## config.mk

```make
export PLATFORM = sky130hd
export DESIGN_NAME = hrfw_top
export DESIGN_NICKNAME = d
export VERILOG_FILES = /design/src/include/hrfw_pkg.sv /design/src/logic/hrfw_fifo.sv /design/src/logic/hrfw_top.sv /design/src/logic/hrfw_wake_timer.sv
export SDC_FILE = /design/constraint.sdc
export NUM_CORES = 1
export LEC_CHECK = 0
export BUFFER_PORTS_ARGS = -buffer_cell sky130_fd_sc_hd__buf_2
export CELL_PAD_IN_SITES_DETAIL_PLACEMENT = 1
export CELL_PAD_IN_SITES_GLOBAL_PLACEMENT = 2
export CORE_ASPECT_RATIO = 2
export CORE_UTILIZATION = 30
export DETAILED_ROUTE_END_ITERATION = 8
export PLACE_DENSITY_LB_ADDON = 0.1
export SLEW_MARGIN = 20
export SYNTH_ARGS = -nofsm -noshare
export SYNTH_HDL_FRONTEND = slang
export SYNTH_SLANG_ARGS = --single-unit
```

## constraint.sdc

```tcl
create_clock -name clock_i -period 4.6 [get_ports clock_i]
set_input_delay 0.46 -clock clock_i [delete_from_list [all_inputs] [get_ports clock_i]]
set_output_delay 0.46 -clock clock_i [all_outputs]
set_load 0.05 [all_outputs]
```

## src/include/hrfw_pkg.sv

```systemverilog
// Package for the HID report formatter with remote wakeup.
// Assumes a single 125 MHz clock domain.
package hrfw_pkg;
   // ****************************************
   // Report layout
   // ****************************************
   localparam int REPORT_BYTES = 8;
   localparam int KEY_SLOTS = 6;
   localparam int KEY_FIRST_BYTE = 2;
   localparam int HOTKEY_COUNT = 24;
   localparam int HOTKEY_FIRST_BYTE = 1;
   localparam int MODIFIER_BYTE = 0;
   localparam int ID_BYTE = 0;
   localparam logic [7:0] RESERVED_VALUE = 8'h00;
   localparam logic [7:0] EMPTY_SLOT = 8'h00;
   localparam logic [7:0] ID_POWER = 8'h01;
   localparam logic [7:0] ID_HOTKEY = 8'h02;
   localparam logic [7:0] ID_MOUSE = 8'h03;
   localparam logic [3:0] LEN_KEYBOARD = 4'h8;
   localparam logic [3:0] LEN_POWER = 4'h2;
   localparam logic [3:0] LEN_HOTKEY = 4'h5;
   localparam logic [3:0] LEN_MOUSE = 4'h5;
   localparam logic [1:0] EP_KEYBOARD = 2'h1;
   localparam logic [1:0] EP_AUX = 2'h2;
   localparam int LOCK_NUM_BIT = 0;
   localparam int LOCK_CAPS_BIT = 1;
   localparam int LOCK_SCROLL_BIT = 2;

   // ****************************************
   // Timing
   // ****************************************
   localparam int CLOCK_MHZ = 125;
   localparam int WAKE_PERIOD_US = 10000;
   localparam int WAKE_PERIOD_CYCLES = WAKE_PERIOD_US * CLOCK_MHZ;
   localparam int WINDOW_US = 2000;
   localparam int WINDOW_CYCLES = WINDOW_US * CLOCK_MHZ;
   localparam int RESUME_US = 10000;
   localparam int RESUME_CYCLES = RESUME_US * CLOCK_MHZ;
   localparam int FIFO_DEPTH = 4;

   // ****************************************
   // Types
   // ****************************************
   typedef enum logic [1:0] {
      HRFW_SRC_KEYBOARD,
      HRFW_SRC_POWER,
      HRFW_SRC_HOTKEY,
      HRFW_SRC_MOUSE
   } hrfw_src_t;

   // Decoded event from the baseband
   typedef struct packed {
      hrfw_src_t src;
      logic [7:0] modifiers;
      logic [KEY_SLOTS*8-1:0] keys;
      logic [2:0] power;
      logic [HOTKEY_COUNT-1:0] hotkeys;
      logic [2:0] buttons;
      logic [7:0] dx;
      logic [7:0] dy;
      logic [7:0] dz;
   } hrfw_event_t;

   // Formatted report toward the USB engine
   typedef struct packed {
      logic [1:0] endpoint;
      logic [3:0] length;
      logic [REPORT_BYTES*8-1:0] data;
   } hrfw_report_t;

   localparam int EVENT_W = $bits(hrfw_event_t);
   localparam int REPORT_W = $bits(hrfw_report_t);
endpackage

```

## src/logic/hrfw_fifo.sv

```systemverilog
// Small flip-flop FIFO with valid/ready on both sides.
// Assumes one clock, asynchronous active-low reset.
`timescale 1ns/10ps
module hrfw_fifo #(
   parameter int WIDTH = 8,
   parameter int DEPTH = 4
) (
   input wire logic clock_i,
   input wire logic rstn_i,
   input wire logic [WIDTH-1:0] in_data_i,
   input wire logic in_valid_i,
   output logic in_ready_o,
   output logic [WIDTH-1:0] out_data_o,
   output logic out_valid_o,
   input wire logic out_ready_i
);
   localparam int AW = $clog2(DEPTH);
   logic [WIDTH-1:0] mem [DEPTH];
   logic [AW-1:0] wr_ptr;
   logic [AW-1:0] rd_ptr;
   logic [AW:0] count;
   logic push;
   logic pop;

   assign in_ready_o = (count != (AW+1)'(DEPTH));
   assign out_valid_o = (count != '0);
   assign out_data_o = mem[rd_ptr];
   assign push = in_valid_i && in_ready_o;
   assign pop = out_valid_o && out_ready_i;

   always_ff @(posedge clock_i) begin
      if (push) begin
         mem[wr_ptr] <= in_data_i;
      end
   end

   always_ff @(posedge clock_i or negedge rstn_i) begin
      if (!rstn_i) begin
         wr_ptr <= '0;
         rd_ptr <= '0;
         count <= '0;
      end else begin
         if (push) begin
            wr_ptr <= (wr_ptr == AW'(DEPTH-1)) ? '0 : wr_ptr + 1'b1;
         end
         if (pop) begin
            rd_ptr <= (rd_ptr == AW'(DEPTH-1)) ? '0 : rd_ptr + 1'b1;
         end
         count <= count + (AW+1)'(push) - (AW+1)'(pop);
      end
   end
endmodule

```

## src/logic/hrfw_top.sv

```systemverilog
// HID report formatter with remote wakeup sequencer.
// Assumes decoded radio events on the same clock; suspend and the
// baseband interrupt come from other domains and are synchronised here.
//
// Summary of operation
// Keyboard reports carry no identifier; first byte is the modifier byte.
// Each modifier key owns one bit, one while held.
// Byte two reserved zero; bytes three to eight key codes, unused zero.
// Pressed keys fill successive slots from third byte; sent on endpoint 1.
// Power keys use identifier 1; wake key gives 02 in second byte.
// Hot key n sets bit n mod 8 of byte 1+n/8, identifier 2.
// Power and hot key reports go on endpoint 2.
// While suspended, a valid packet triggers resume signalling to host; here only a packet inside the detect window does, one in sleep is dropped.
// During suspend a periodic interrupt wakes the receiver.
// Each wake powers the radio briefly to check for a packet.
// Inside the window the interrupt line serves the baseband again.
// No packet in window: restart the wake cycle and sleep again.
// Transmitter resends unacknowledged packets up to a set limit.
// Detect window should exceed the retransmission interval.
// Shorter wake period suits a small retransmission limit.
// Mouse reports use identifier 3, buttons, then X, Y, Z bytes.
// Host may send a one-byte lock-state output report.
// Wake period and window length are configuration parameters.
`timescale 1ns/10ps
module hrfw_top #(
   parameter int WAKE_PERIOD = hrfw_pkg::WAKE_PERIOD_CYCLES,
   parameter int DETECT_WINDOW = hrfw_pkg::WINDOW_CYCLES,
   parameter int RESUME_LEN = hrfw_pkg::RESUME_CYCLES
) (
   input wire logic clock_i,
   input wire logic rstn_i,
   input wire hrfw_pkg::hrfw_event_t event_i,
   input wire logic event_valid_i,
   output logic event_ready_o,
   output hrfw_pkg::hrfw_report_t report_o,
   output logic report_valid_o,
   input wire logic report_ready_i,
   input wire logic [7:0] lock_report_i,
   input wire logic lock_valid_i,
   output logic [2:0] lock_leds_o,
   input wire logic suspend_i,
   input wire logic irq_i,
   output logic radio_power_o,
   output logic baseband_irq_o,
   output logic resume_o,
   output logic sleep_o
);
   // ****************************************
   // Report packing
   // ****************************************
   function automatic hrfw_pkg::hrfw_report_t pack_report(input hrfw_pkg::hrfw_event_t ev);
      hrfw_pkg::hrfw_report_t r;
      logic [7:0] b [hrfw_pkg::REPORT_BYTES];
      int slot;
      for (int i = 0; i < hrfw_pkg::REPORT_BYTES; i++) begin
         b[i] = 8'h00;
      end
      r = '0;
      slot = 0;
      unique case (ev.src)
         hrfw_pkg::HRFW_SRC_KEYBOARD: begin
            b[hrfw_pkg::MODIFIER_BYTE] = ev.modifiers;
            b[1] = hrfw_pkg::RESERVED_VALUE;
            for (int k = 0; k < hrfw_pkg::KEY_SLOTS; k++) begin
               // Compact nonzero codes into successive slots
               if (ev.keys[k*8 +: 8] != hrfw_pkg::EMPTY_SLOT) begin
                  b[hrfw_pkg::KEY_FIRST_BYTE + slot] = ev.keys[k*8 +: 8];
                  slot = slot + 1;
               end
            end
            r.endpoint = hrfw_pkg::EP_KEYBOARD;
            r.length = hrfw_pkg::LEN_KEYBOARD;
         end
         hrfw_pkg::HRFW_SRC_POWER: begin
            b[hrfw_pkg::ID_BYTE] = hrfw_pkg::ID_POWER;
            b[1] = {5'h00, ev.power};
            r.endpoint = hrfw_pkg::EP_AUX;
            r.length = hrfw_pkg::LEN_POWER;
         end
         hrfw_pkg::HRFW_SRC_HOTKEY: begin
            b[hrfw_pkg::ID_BYTE] = hrfw_pkg::ID_HOTKEY;
            for (int n = 0; n < hrfw_pkg::HOTKEY_COUNT; n++) begin
               if (ev.hotkeys[n]) begin
                  b[hrfw_pkg::HOTKEY_FIRST_BYTE + n / 8][n % 8] = 1'b1;
               end
            end
            r.endpoint = hrfw_pkg::EP_AUX;
            r.length = hrfw_pkg::LEN_HOTKEY;
         end
         hrfw_pkg::HRFW_SRC_MOUSE: begin
            b[hrfw_pkg::ID_BYTE] = hrfw_pkg::ID_MOUSE;
            b[1] = {5'h00, ev.buttons};
            b[2] = ev.dx;
            b[3] = ev.dy;
            b[4] = ev.dz;
            r.endpoint = hrfw_pkg::EP_AUX;
            r.length = hrfw_pkg::LEN_MOUSE;
         end
      endcase
      for (int i = 0; i < hrfw_pkg::REPORT_BYTES; i++) begin
         r.data[i*8 +: 8] = b[i];
      end
      return r;
   endfunction

   // ****************************************
   // Input synchronisers
   // ****************************************
   logic [1:0] suspend_sync;
   logic [1:0] irq_sync;
   logic suspended;
   logic irq_seen;

   always_ff @(posedge clock_i or negedge rstn_i) begin
      if (!rstn_i) begin
         suspend_sync <= 2'h0;
         irq_sync <= 2'h0;
      end else begin
         suspend_sync <= {suspend_sync[0], suspend_i};
         irq_sync <= {irq_sync[0], irq_i};
      end
   end
   assign suspended = suspend_sync[1];
   assign irq_seen = irq_sync[1];

   // ****************************************
   // Formatting into FIFO
   // ****************************************
   hrfw_pkg::hrfw_report_t packed_report;
   logic fifo_in_ready;
   hrfw_pkg::hrfw_report_t fifo_out;
   logic fifo_out_valid;
   logic fifo_out_ready;
   logic accept;

   assign packed_report = pack_report(event_i);
   // Events are consumed only while the bus is awake
   assign accept = event_valid_i && fifo_in_ready && !suspended;
   assign fifo_out_ready = !report_valid_o || report_ready_i;

   hrfw_fifo #(
      .WIDTH(hrfw_pkg::REPORT_W),
      .DEPTH(hrfw_pkg::FIFO_DEPTH)
   ) u_fifo (
      .clock_i(clock_i),
      .rstn_i(rstn_i),
      .in_data_i(packed_report),
      .in_valid_i(event_valid_i && !suspended),
      .in_ready_o(fifo_in_ready),
      .out_data_o(fifo_out),
      .out_valid_o(fifo_out_valid),
      .out_ready_i(fifo_out_ready)
   );

   always_ff @(posedge clock_i or negedge rstn_i) begin
      if (!rstn_i) begin
         event_ready_o <= 1'b0;
      end else begin
         // Acknowledge: high for one cycle after an event was taken
         event_ready_o <= accept;
      end
   end

   always_ff @(posedge clock_i or negedge rstn_i) begin
      if (!rstn_i) begin
         report_o <= '0;
         report_valid_o <= 1'b0;
      end else if (fifo_out_ready) begin
         report_o <= fifo_out;
         report_valid_o <= fifo_out_valid;
      end
   end

   // ****************************************
   // Lock state from host
   // ****************************************
   always_ff @(posedge clock_i or negedge rstn_i) begin
      if (!rstn_i) begin
         lock_leds_o <= 3'h0;
      end else if (lock_valid_i) begin
         lock_leds_o <= {lock_report_i[hrfw_pkg::LOCK_SCROLL_BIT],
                         lock_report_i[hrfw_pkg::LOCK_CAPS_BIT],
                         lock_report_i[hrfw_pkg::LOCK_NUM_BIT]};
      end
   end

   // ****************************************
   // Remote wakeup sequencer
   // ****************************************
   typedef enum logic [2:0] {
      HRFW_AWAKE,
      HRFW_SLEEP,
      HRFW_DETECT,
      HRFW_RESUME
   } hrfw_state_t;

   hrfw_state_t state;
   hrfw_state_t next_state;
   logic wake_pulse;
   logic window_end;
   logic restart;
   logic [31:0] resume_cnt;

   hrfw_wake_timer #(
      .PERIOD(WAKE_PERIOD),
      .WINDOW(DETECT_WINDOW)
   ) u_timer (
      .clock_i(clock_i),
      .rstn_i(rstn_i),
      .run_i(state == HRFW_SLEEP || state == HRFW_DETECT),
      .restart_i(restart),
      .wake_o(wake_pulse),
      .window_end_o(window_end)
   );

   // Restart the cycle when the window ends empty
   assign restart = (state == HRFW_DETECT) && window_end && !event_valid_i;

   always_comb begin
      next_state = state;
      unique case (state)
         HRFW_AWAKE: if (suspended) next_state = HRFW_SLEEP;
         HRFW_SLEEP: begin
            if (!suspended) next_state = HRFW_AWAKE;
            else if (wake_pulse) next_state = HRFW_DETECT;
         end
         HRFW_DETECT: begin
            if (!suspended) next_state = HRFW_AWAKE;
            else if (event_valid_i) next_state = HRFW_RESUME;
            else if (window_end) next_state = HRFW_SLEEP;
         end
         HRFW_RESUME: begin
            if (!suspended || resume_cnt == 32'(RESUME_LEN - 1)) next_state = HRFW_AWAKE;
         end
         default: next_state = HRFW_AWAKE;
      endcase
   end

   always_ff @(posedge clock_i or negedge rstn_i) begin
      if (!rstn_i) begin
         state <= HRFW_AWAKE;
      end else begin
         state <= next_state;
      end
   end

   always_ff @(posedge clock_i or negedge rstn_i) begin
      if (!rstn_i) begin
         resume_cnt <= '0;
      end else if (state == HRFW_RESUME) begin
         resume_cnt <= resume_cnt + 32'h1;
      end else begin
         resume_cnt <= '0;
      end
   end

   always_ff @(posedge clock_i or negedge rstn_i) begin
      if (!rstn_i) begin
         radio_power_o <= 1'b1;
         baseband_irq_o <= 1'b0;
         resume_o <= 1'b0;
         sleep_o <= 1'b0;
      end else begin
         radio_power_o <= (next_state != HRFW_SLEEP);
         // Interrupt routed to baseband except while asleep
         baseband_irq_o <= irq_seen && (next_state != HRFW_SLEEP);
         resume_o <= (next_state == HRFW_RESUME);
         sleep_o <= (next_state == HRFW_SLEEP);
      end
   end
endmodule

```

## src/logic/hrfw_wake_timer.sv

```systemverilog
// Periodic wake source for suspend: interval and detect window counter.
// Assumes one clock; stands in for the RC wake oscillator.
`timescale 1ns/10ps
module hrfw_wake_timer #(
   parameter int PERIOD = 8,
   parameter int WINDOW = 4
) (
   input wire logic clock_i,
   input wire logic rstn_i,
   input wire logic run_i,
   input wire logic restart_i,
   output logic wake_o,
   output logic window_end_o
);
   logic [31:0] period_cnt;
   logic [31:0] window_cnt;
   logic in_window;

   // ****************************************
   // Interval and window
   // ****************************************
   always_ff @(posedge clock_i or negedge rstn_i) begin
      if (!rstn_i) begin
         period_cnt <= '0;
         wake_o <= 1'b0;
      end else begin
         wake_o <= 1'b0;
         if (!run_i || restart_i || in_window) begin
            period_cnt <= '0;
         end else if (period_cnt == 32'(PERIOD - 1)) begin
            period_cnt <= '0;
            wake_o <= 1'b1;
         end else begin
            period_cnt <= period_cnt + 32'h1;
         end
      end
   end

   always_ff @(posedge clock_i or negedge rstn_i) begin
      if (!rstn_i) begin
         window_cnt <= '0;
         in_window <= 1'b0;
         window_end_o <= 1'b0;
      end else begin
         window_end_o <= 1'b0;
         if (!run_i || restart_i) begin
            in_window <= 1'b0;
            window_cnt <= '0;
         end else if (wake_o) begin
            in_window <= 1'b1;
            window_cnt <= '0;
         end else if (in_window) begin
            if (window_cnt == 32'(WINDOW - 1)) begin
               in_window <= 1'b0;
               window_end_o <= 1'b1;
            end else begin
               window_cnt <= window_cnt + 32'h1;
            end
         end
      end
   end
endmodule

```

==> results of run 1 <==
==> final cells by class <==
cell class                 count  area (µm²)
fill                        7663       44900
clock buffer                  65        1290
antenna                        1        2.50
timing repair buffer         383        2550
sequential                   462       12900
tap                          916        1150
multi-input combinational   1046        8380
inverter                      38         143
clock inverter                21         262
==> report_power, final <==
| part | switching [µW] | internal, µW | total (µW) |
|---|---|---|---|
| clock | 1630 | 2260 | 3890 |
| sequential | 413 | 5040 | 5450 |
| combinational | 2410 | 1370 | 3780 |
==> critical path: cells and delay by family <==
kind	cells	cell delay (ns)
buffers and inverters	6	0.96
AOI/OAI and AO/OA	3	0.82
and+or+nand+nor	6	1.48
adders and majority gates	2	0.73
xor gates and xnor gates	1	0.27
==> sequential cells by signal, indices dropped and copies added, names as in the netlist, 2 cells and up <==
signal,flops
u_fifo.count,3
report_o,68
lock_leds_o,3
u_timer.period_cnt,32
u_timer.window_cnt,32
irq_sync,2
u_fifo.mem,272
suspend_sync,2
u_fifo.wr_ptr,2
state,3
resume_cnt,32
u_fifo.rd_ptr,2
==> timing repair <==
action,CTS,global route
pin swaps,2,4
hold endpoints to repair,44,0
buffers inserted,1,2
hold buffers,3,0
setup endpoints to repair,164,236
resized for setup,4,19
==> worst max path at each step <==
| stage | slack (ns) | to | startpoint | cells after the start |
|---|---|---|---|---|
| floorplan | 0.003 | u_fifo.mem[0][53]$_DFFE_PP_ | event_i[74] | 19 |
| global placement | -0.77 | u_fifo.mem[2][50]$_DFFE_PP_ | event_i[62] | 18 |
| detailed placement | -0.84 | u_fifo.mem[1][50]$_DFFE_PP_ | event_i[62] | 18 |
| CTS | 0.05 | u_fifo.mem[0][50]$_DFFE_PP_ | event_i[62] | 22 |
| global route | -0.02 | u_fifo.mem[3][40]$_DFFE_PP_ | event_i[65] | 26 |
| finish | 0.16 | u_fifo.mem[2][50]$_DFFE_PP_ | event_i[65] | 18 |
==> cell usage after synthesis (4+ instances only) <==
cell | number | area share
edfxtp_1 | 272 | 0.38
dfrtp_1 | 189 | 0.22
nor2_1 | 135 | 0.023
nand2_1 | 108 | 0.019
nand3_1 | 78 | 0.018
clkbuf_1 | 76 | 0.013
mux2_2 | 73 | 0.038
mux4_2 | 68 | 0.071
xor2_1 | 56 | 0.023
o211ai_1 | 42 | 0.015
inv_1 | 37 | 0.0064
nor3_1 | 34 | 0.0078
ha_1 | 32 | 0.018
mux2i_1 | 32 | 0.015
nand4_1 | 31 | 0.0089
xnor2_1 | 31 | 0.013
o21ai_0 | 30 | 0.0069
and2_1 | 28 | 0.0081
nor4_1 | 23 | 0.0066
a21oi_1 | 22 | 0.0051
and3_1 | 21 | 0.0060
a22oi_1 | 19 | 0.0066
buf_1 | 16 | 0.0028
o221ai_1 | 16 | 0.0065
a221o_1 | 15 | 0.0069
or3_1 | 14 | 0.0040
a211oi_1 | 12 | 0.0041
a31oi_1 | 12 | 0.0035
a222oi_1 | 11 | 0.0051
a211o_1 | 9 | 0.0036
and4_1 | 9 | 0.0036
buf_2 | 9 | 0.0021
o211a_1 | 9 | 0.0041
nor4b_1 | 8 | 0.0032
o311ai_0 | 8 | 0.0032
nor2b_1 | 7 | 0.0020
or4_1 | 6 | 0.0021
a22o_1 | 5 | 0.0020
nand2b_1 | 4 | 0.0012
o31ai_1 | 4 | 0.0014
or2_2 | 4 | 0.0012
==> through the flow <==
| stage | instances | instance area (µm²) | worst slack (ns) | util |
|---|---|---|---|---|
| 6_report | 2932 | 26700 | 0.163 | 0.373 |
| 5_1_grt | 2931 | 26700 | -0.0242 | 0.373 |
| 4_1_cts | 2929 | 26600 | 0.0537 | 0.372 |
| 3_5_place_dp | 2839 | 25000 | -0.843 | 0.349 |
| 3_3_place_gp | 2839 | 25000 | -0.765 | 0.349 |
| 2_1_floorplan | 1650 | 21700 | 0.00331 | - |
==> layer usage <==
| metal | up-vias | part of all wire |
|---|---|---|
| met2 | 349 | 0.54 |
| li1 | 6921 | - |
| met1 | 7748 | 0.37 |
| met3 | 147 | 0.037 |
| met5 | - | 0.00070 |
| met4 | 8 | 0.052 |
==> kinds of logic after synthesis <==
family / after synthesis
adders and majority gates: 34
muxes: 173
xor gates and xnor gates: 88
other: 1
DFF: 462
buffers and inverters: 142
AOI/OAI and AO/OA: 232
and+or+nand+nor: 518
==> cells in the final DEF (no fill, tap or decap), types with 33 or more instances in the layout <==
cell type | netlist | routed
buf_2 | 9 | 199
buf_4 | 2 | 167
clkbuf_16 | 0 | 47
dfrtp_1 | 189 | 187
edfxtp_1 | 272 | 272
inv_1 | 37 | 37
mux2_2 | 73 | 73
mux4_2 | 68 | 68
nand2_1 | 108 | 106
nand3_1 | 78 | 78
nor2_1 | 135 | 134
nor3_1 | 34 | 33
o211ai_1 | 42 | 42
xor2_1 | 56 | 56
==> reports/results.tsv, run 1 <==
metric	value	unit
worstPathCellList	buf_2, nor4_4, buf_4, nand2_2, fa_2, buf_4, nor3_1, nor2_2, ha_1, o21ai_2, xnor3_1, buf_4, buf_4, or4_4, o211a_4, buf_4, a222oi_1, nor3_2	
drv_slew	0	
grt_first_pass_wirelength	107000	µm
reg2reg_slack	1.75	ns
cts_htree_levels	2	
synth_top_family_by_area	multiplexers	
grt_use_met2	0.366	
wl	71800	µm
max_stage_delay	0.58	ns
core	71700	µm²
syn_inst	1650	
worstReg2RegStart	u_timer.window_cnt[8]$_DFFE_PN0P_	
drive_gt1_frac	0.317	
cp_common_cell	buf_4	
fin_crit	4.44	ns
synth-simple-area-share	0.118	
worstRegToRegCells	7	
total_power	13100	µW
grt-ovfl-total	0	
whs_path_depth	2	
grt_use_met1	0.221	
cts_root_buffer	clkbuf_16	
yosys_warnings	0	
holdWs	0.120	ns
skew	0.0292	ns
cp_max_fo	10	
port_buffers	200	
fmax	225	MHz
cts.sink_count	462	
leakagePower	0.0101	µW
cp.required	4.88	ns
die_w	192	µm
fp.dieArea	73500	µm²
synth-edff-count	272	
maxSlewHeadroom	0.361	
crit_type	in -> reg	
ys_seq_area_frac	0.595	
synth_compound_area_frac	0.0815	
synth_xor_area_frac	0.0361	
ys_seq_elements	462	
firstDrtPassIters	5	
yosys.area_share.adder	0.0203	
setup_tns	0	ns
finalHoldViolCount	0	
status	complete, no violations	
finalSetupViolCount	0	
via_per_inst	5.17	
hold_path.class	in -> reg	
cts_tree	done	
worst_r2r_endpoint	u_timer.window_cnt[31]$_DFFE_PN0P_	
clock_path_buffers	3	
track_usage	0.199	
die_h	383	µm
use_met3	0.0274	
grt-busiest-layer	met2	
start_kind	input port	
crit_slowest_cell	or4_4	
synth_fp_nets	1811	
syn_avg_cell_area	13.2	µm²
tightestPinTransition	0.957	ns
hold_end	lock_leds_o[1]$_DFFE_PN0P_	
wl_per_cell	24.5	µm
rows	139	
cp-end-kind	flop	
powerDensity	491	nW/µm²
min-delay-start	lock_report_i[1]	
route.detailed.drc	0	
synthMuxAreaShare	0.123	
dp_hpwl	53700	µm
arrival	4.72	ns
cap_violations	0	
synthArstFlopShare	0.411	
area_growth	23.0	%
fin_nets	2138	
grt_pass1_vias	16722	
synth_area	21700	µm²
grt_max_degree	90	
start_util	0.303	
place_congestion	0.881	
drtAntennaViolNets	0	
io_pins	206	
clk_pin_slew	0.06	ns
ys.flop_type	edfxtp_1	
numCtsBuffers	46	
finalCritPeriodShare	0.965	
via_count	15173	
antenna_found_initial	4	
synth_cell_type_count	67	
drt-initial-drc-count	603	
ir_drop	0.298	mV
clk_latency	0.59	ns
(Power assumes the default switching activity.)
==> inputs of run 2 (changes only) <==
- CTS_CLUSTER_SIZE: default -> 16
- clock period: 4.6 -> 5.28 ns (I/O delays scaled with it)
==> run 2 against run 1 <==
  * Sequential cell count stayed put
  * Global-route usage decreased by 0.42 points
  * Register-to-register slack improved by 0.62 ns
  * Die area stayed put
  * Sequential share of layout area increased by 1.5 points
  * Worst hold slack worse by 0.050 ns
  * Critical path type unchanged
==> reports/results.tsv, run 2 (synthesis results as in run 1) <==
metric	value	unit	change
rsz0062_at_grt	yes		
nFillCells	7684		was 7663
ir_drop	0.236	mV	was 0.298 mV
track_usage	0.195		was 0.199
place_congestion	0.853		was 0.881
finalCritPeriodShare	0.952		
antenna_found_initial	3		was 4
total_power	11200	µW	was 13100 µW
start_kind	input port		unchanged
fmax	199	MHz	
dp_hpwl	52200	µm	was 53700 µm
clock_path_buffers	3		unchanged
tightestPinTransition	0.954	ns	was 0.957 ns
drv_slew	0		unchanged
die_w	192	µm	unchanged
die_h	383	µm	unchanged
multi_input_area	8290	µm²	was 8380 µm²
fin_crit	5.03	ns	
area_growth	19.3	%	was 23.0%
clk_pin_slew	0.06	ns	about the same
maxSlewHeadroom	0.364		was 0.361
core	71700	µm²	unchanged
cp-end-kind	flop		unchanged
via_per_inst	5.20		was 5.17
cts.sink_count	462		unchanged
grt_pass1_vias	16196		was 16722
powerDensity	433	nW/µm²	was 491 nW/µm²
grt_first_pass_wirelength	106000	µm	was 107000 µm
top_register	u_fifo.mem		unchanged
finalSetupViolCount	0		unchanged
final_util	0.362		was 0.373
post_cts_buffers	0		was 1
status	complete, no violations		unchanged
wl_per_cell	24.5	µm	about the same
largest_reg_flops	272		unchanged
start_util	0.303		unchanged
cp.required	5.59	ns	was 4.88 ns
reg2reg_slack	2.37	ns	was 1.75 ns
grt_max_degree	145		was 90
crit_path_end	u_fifo.mem[0][42]$_DFFE_PP_		was u_fifo.mem[2][50]$_DFFE_PP_
worstRegToRegCells	7		unchanged
skew	0.0251	ns	was 0.0292 ns
hold_path.class	in -> reg		unchanged
cts_root_buffer	clkbuf_16		unchanged
via_count	14900		was 15173
antenna_cells	0		was 1
clk_latency	0.59	ns	about the same
fin_nets	2073		was 2138
grt-ovfl-total	0		unchanged
finalHoldViolCount	0		unchanged
wl	70200	µm	was 71800 µm
cts_htree_levels	2		unchanged
rows	139		unchanged
cts_tree	done		unchanged
register_area	12900	µm²	unchanged
worst_r2r_endpoint	u_timer.window_cnt[11]$_DFFE_PN0P_		was u_timer.window_cnt[31]$_DFFE_PN0P_
fp.dieArea	73500	µm²	unchanged
cap_violations	0		unchanged
arrival	5.34	ns	was 4.72 ns
worstReg2RegStart	u_timer.window_cnt[8]$_DFFE_PN0P_		unchanged
reg.largest.list	u_fifo.mem (272), report_o (68)		unchanged
io_pins	206		unchanged
firstDrtPassIters	5		unchanged
final_cell_mix	edfxtp_1, buf_2, dfrtp_1		unchanged
drive_gt1_frac	0.284		was 0.317
cp-startpoint	event_i[62]		was event_i[65]
port_buffers	200		unchanged
drtAntennaViolNets	0		unchanged
cp_max_fo	8		was 10
crit_type	in -> reg		unchanged
drt-initial-drc-count	695		was 603
route.detailed.drc	0		unchanged
leakagePower	0.00969	µW	was 0.0101 µW
numCtsBuffers	45		was 46
final_common_cell	edfxtp_1		unchanged
## run 2: cell types whose count changed in the layout (fill, tap and decap cells not counted), sizes merged
cell         change
bufinv           -2
clkinv           -2
clkbuf           -2
diode            -1
buf             -62
clkinvlp         +2
dlygate4sd3      -2
## run 2: layout make-up
type / instances / area share
clock inverters: 19 / 0.00807
clock buffers: 63 / 0.0476
well taps: 916 / 0.0442
repair buffers: 319 / 0.0755
multi-input cells: 1046 / 0.320
inverters: 38 / 0.00551
flip-flops and latches: 462 / 0.499
## run 2: metal layers
layer	up-vias	global-route usage	part of all wire	wire length, µm
met1	7635	0.214	0.37	26200
met4	6	0.0860	0.047	3280
met3	130	0.0227	0.032	2220
li1	6792	-	-	-
met2	337	0.368	0.55	38400
met5	-	0	0.00048	34
## run 2: how the worst min path moves through the flow
stage	start	depth (start not counted)	slack, ns	endpoint
global route	irq_i	1	0.05	irq_sync[0]$_DFF_PN0_
global placement	irq_sync[0]$_DFF_PN0_	0	0.34	irq_sync[1]$_DFF_PN0_
floorplan	rstn_i	0	0.23	baseband_irq_o$_DFF_PN0_
finish	irq_i	1	0.07	irq_sync[0]$_DFF_PN0_
CTS	irq_i	1	0.04	irq_sync[0]$_DFF_PN0_
detailed placement	irq_sync[0]$_DFF_PN0_	0	0.35	irq_sync[1]$_DFF_PN0_
## run 2: power by group
part	leakage, µW	switching, µW	total (µW)	internal (µW)
Clock	0.000697	1430	3220	1790
Sequential	0.00497	407	4790	4390
Combinational	0.00402	2040	3190	1150
## run 2: metrics by stage
step	area, µm²	setup slack [ns]	instances	setup TNS [ns]	hold slack, ns
3_5_place_dp	24400	-0.567	2780	-79.90	0.346
4_1_cts	25900	0.0726	2863	0	0.0376
5_1_grt	25900	-0.00832	2863	-0.0450	0.0505
6_report	25900	0.253	2863	0	0.0700
3_3_place_gp	24400	-0.426	2780	-59.91	0.339
2_1_floorplan	21700	0.309	1650	0	0.232
## run 2: critical path: stages
cell,delay [ns]
buf_2,0.10
nor4_1,0.38
buf_4,0.18
nand2_1,0.17
fa_1,0.54
ha_1,0.33
o21ai_0,0.36
ha_1,0.23
o21ai_0,0.13
xnor3_1,0.27
inv_1,0.07
ha_1,0.25
nor2b_1,0.16
a32oi_1,0.17
o211a_1,0.23
o211a_2,0.40
and3_1,0.26
buf_12,0.15
mux2i_1,0.43
## run 2: timing repair
| item | CTS | global route |
|---|---|---|
| endpoints found under the hold margin | 46 | 0 |
| hold buffers | 1 | 0 |
| setup endpoints to repair | 0 | 25 |
| gates resized for setup | 0 | 5 |
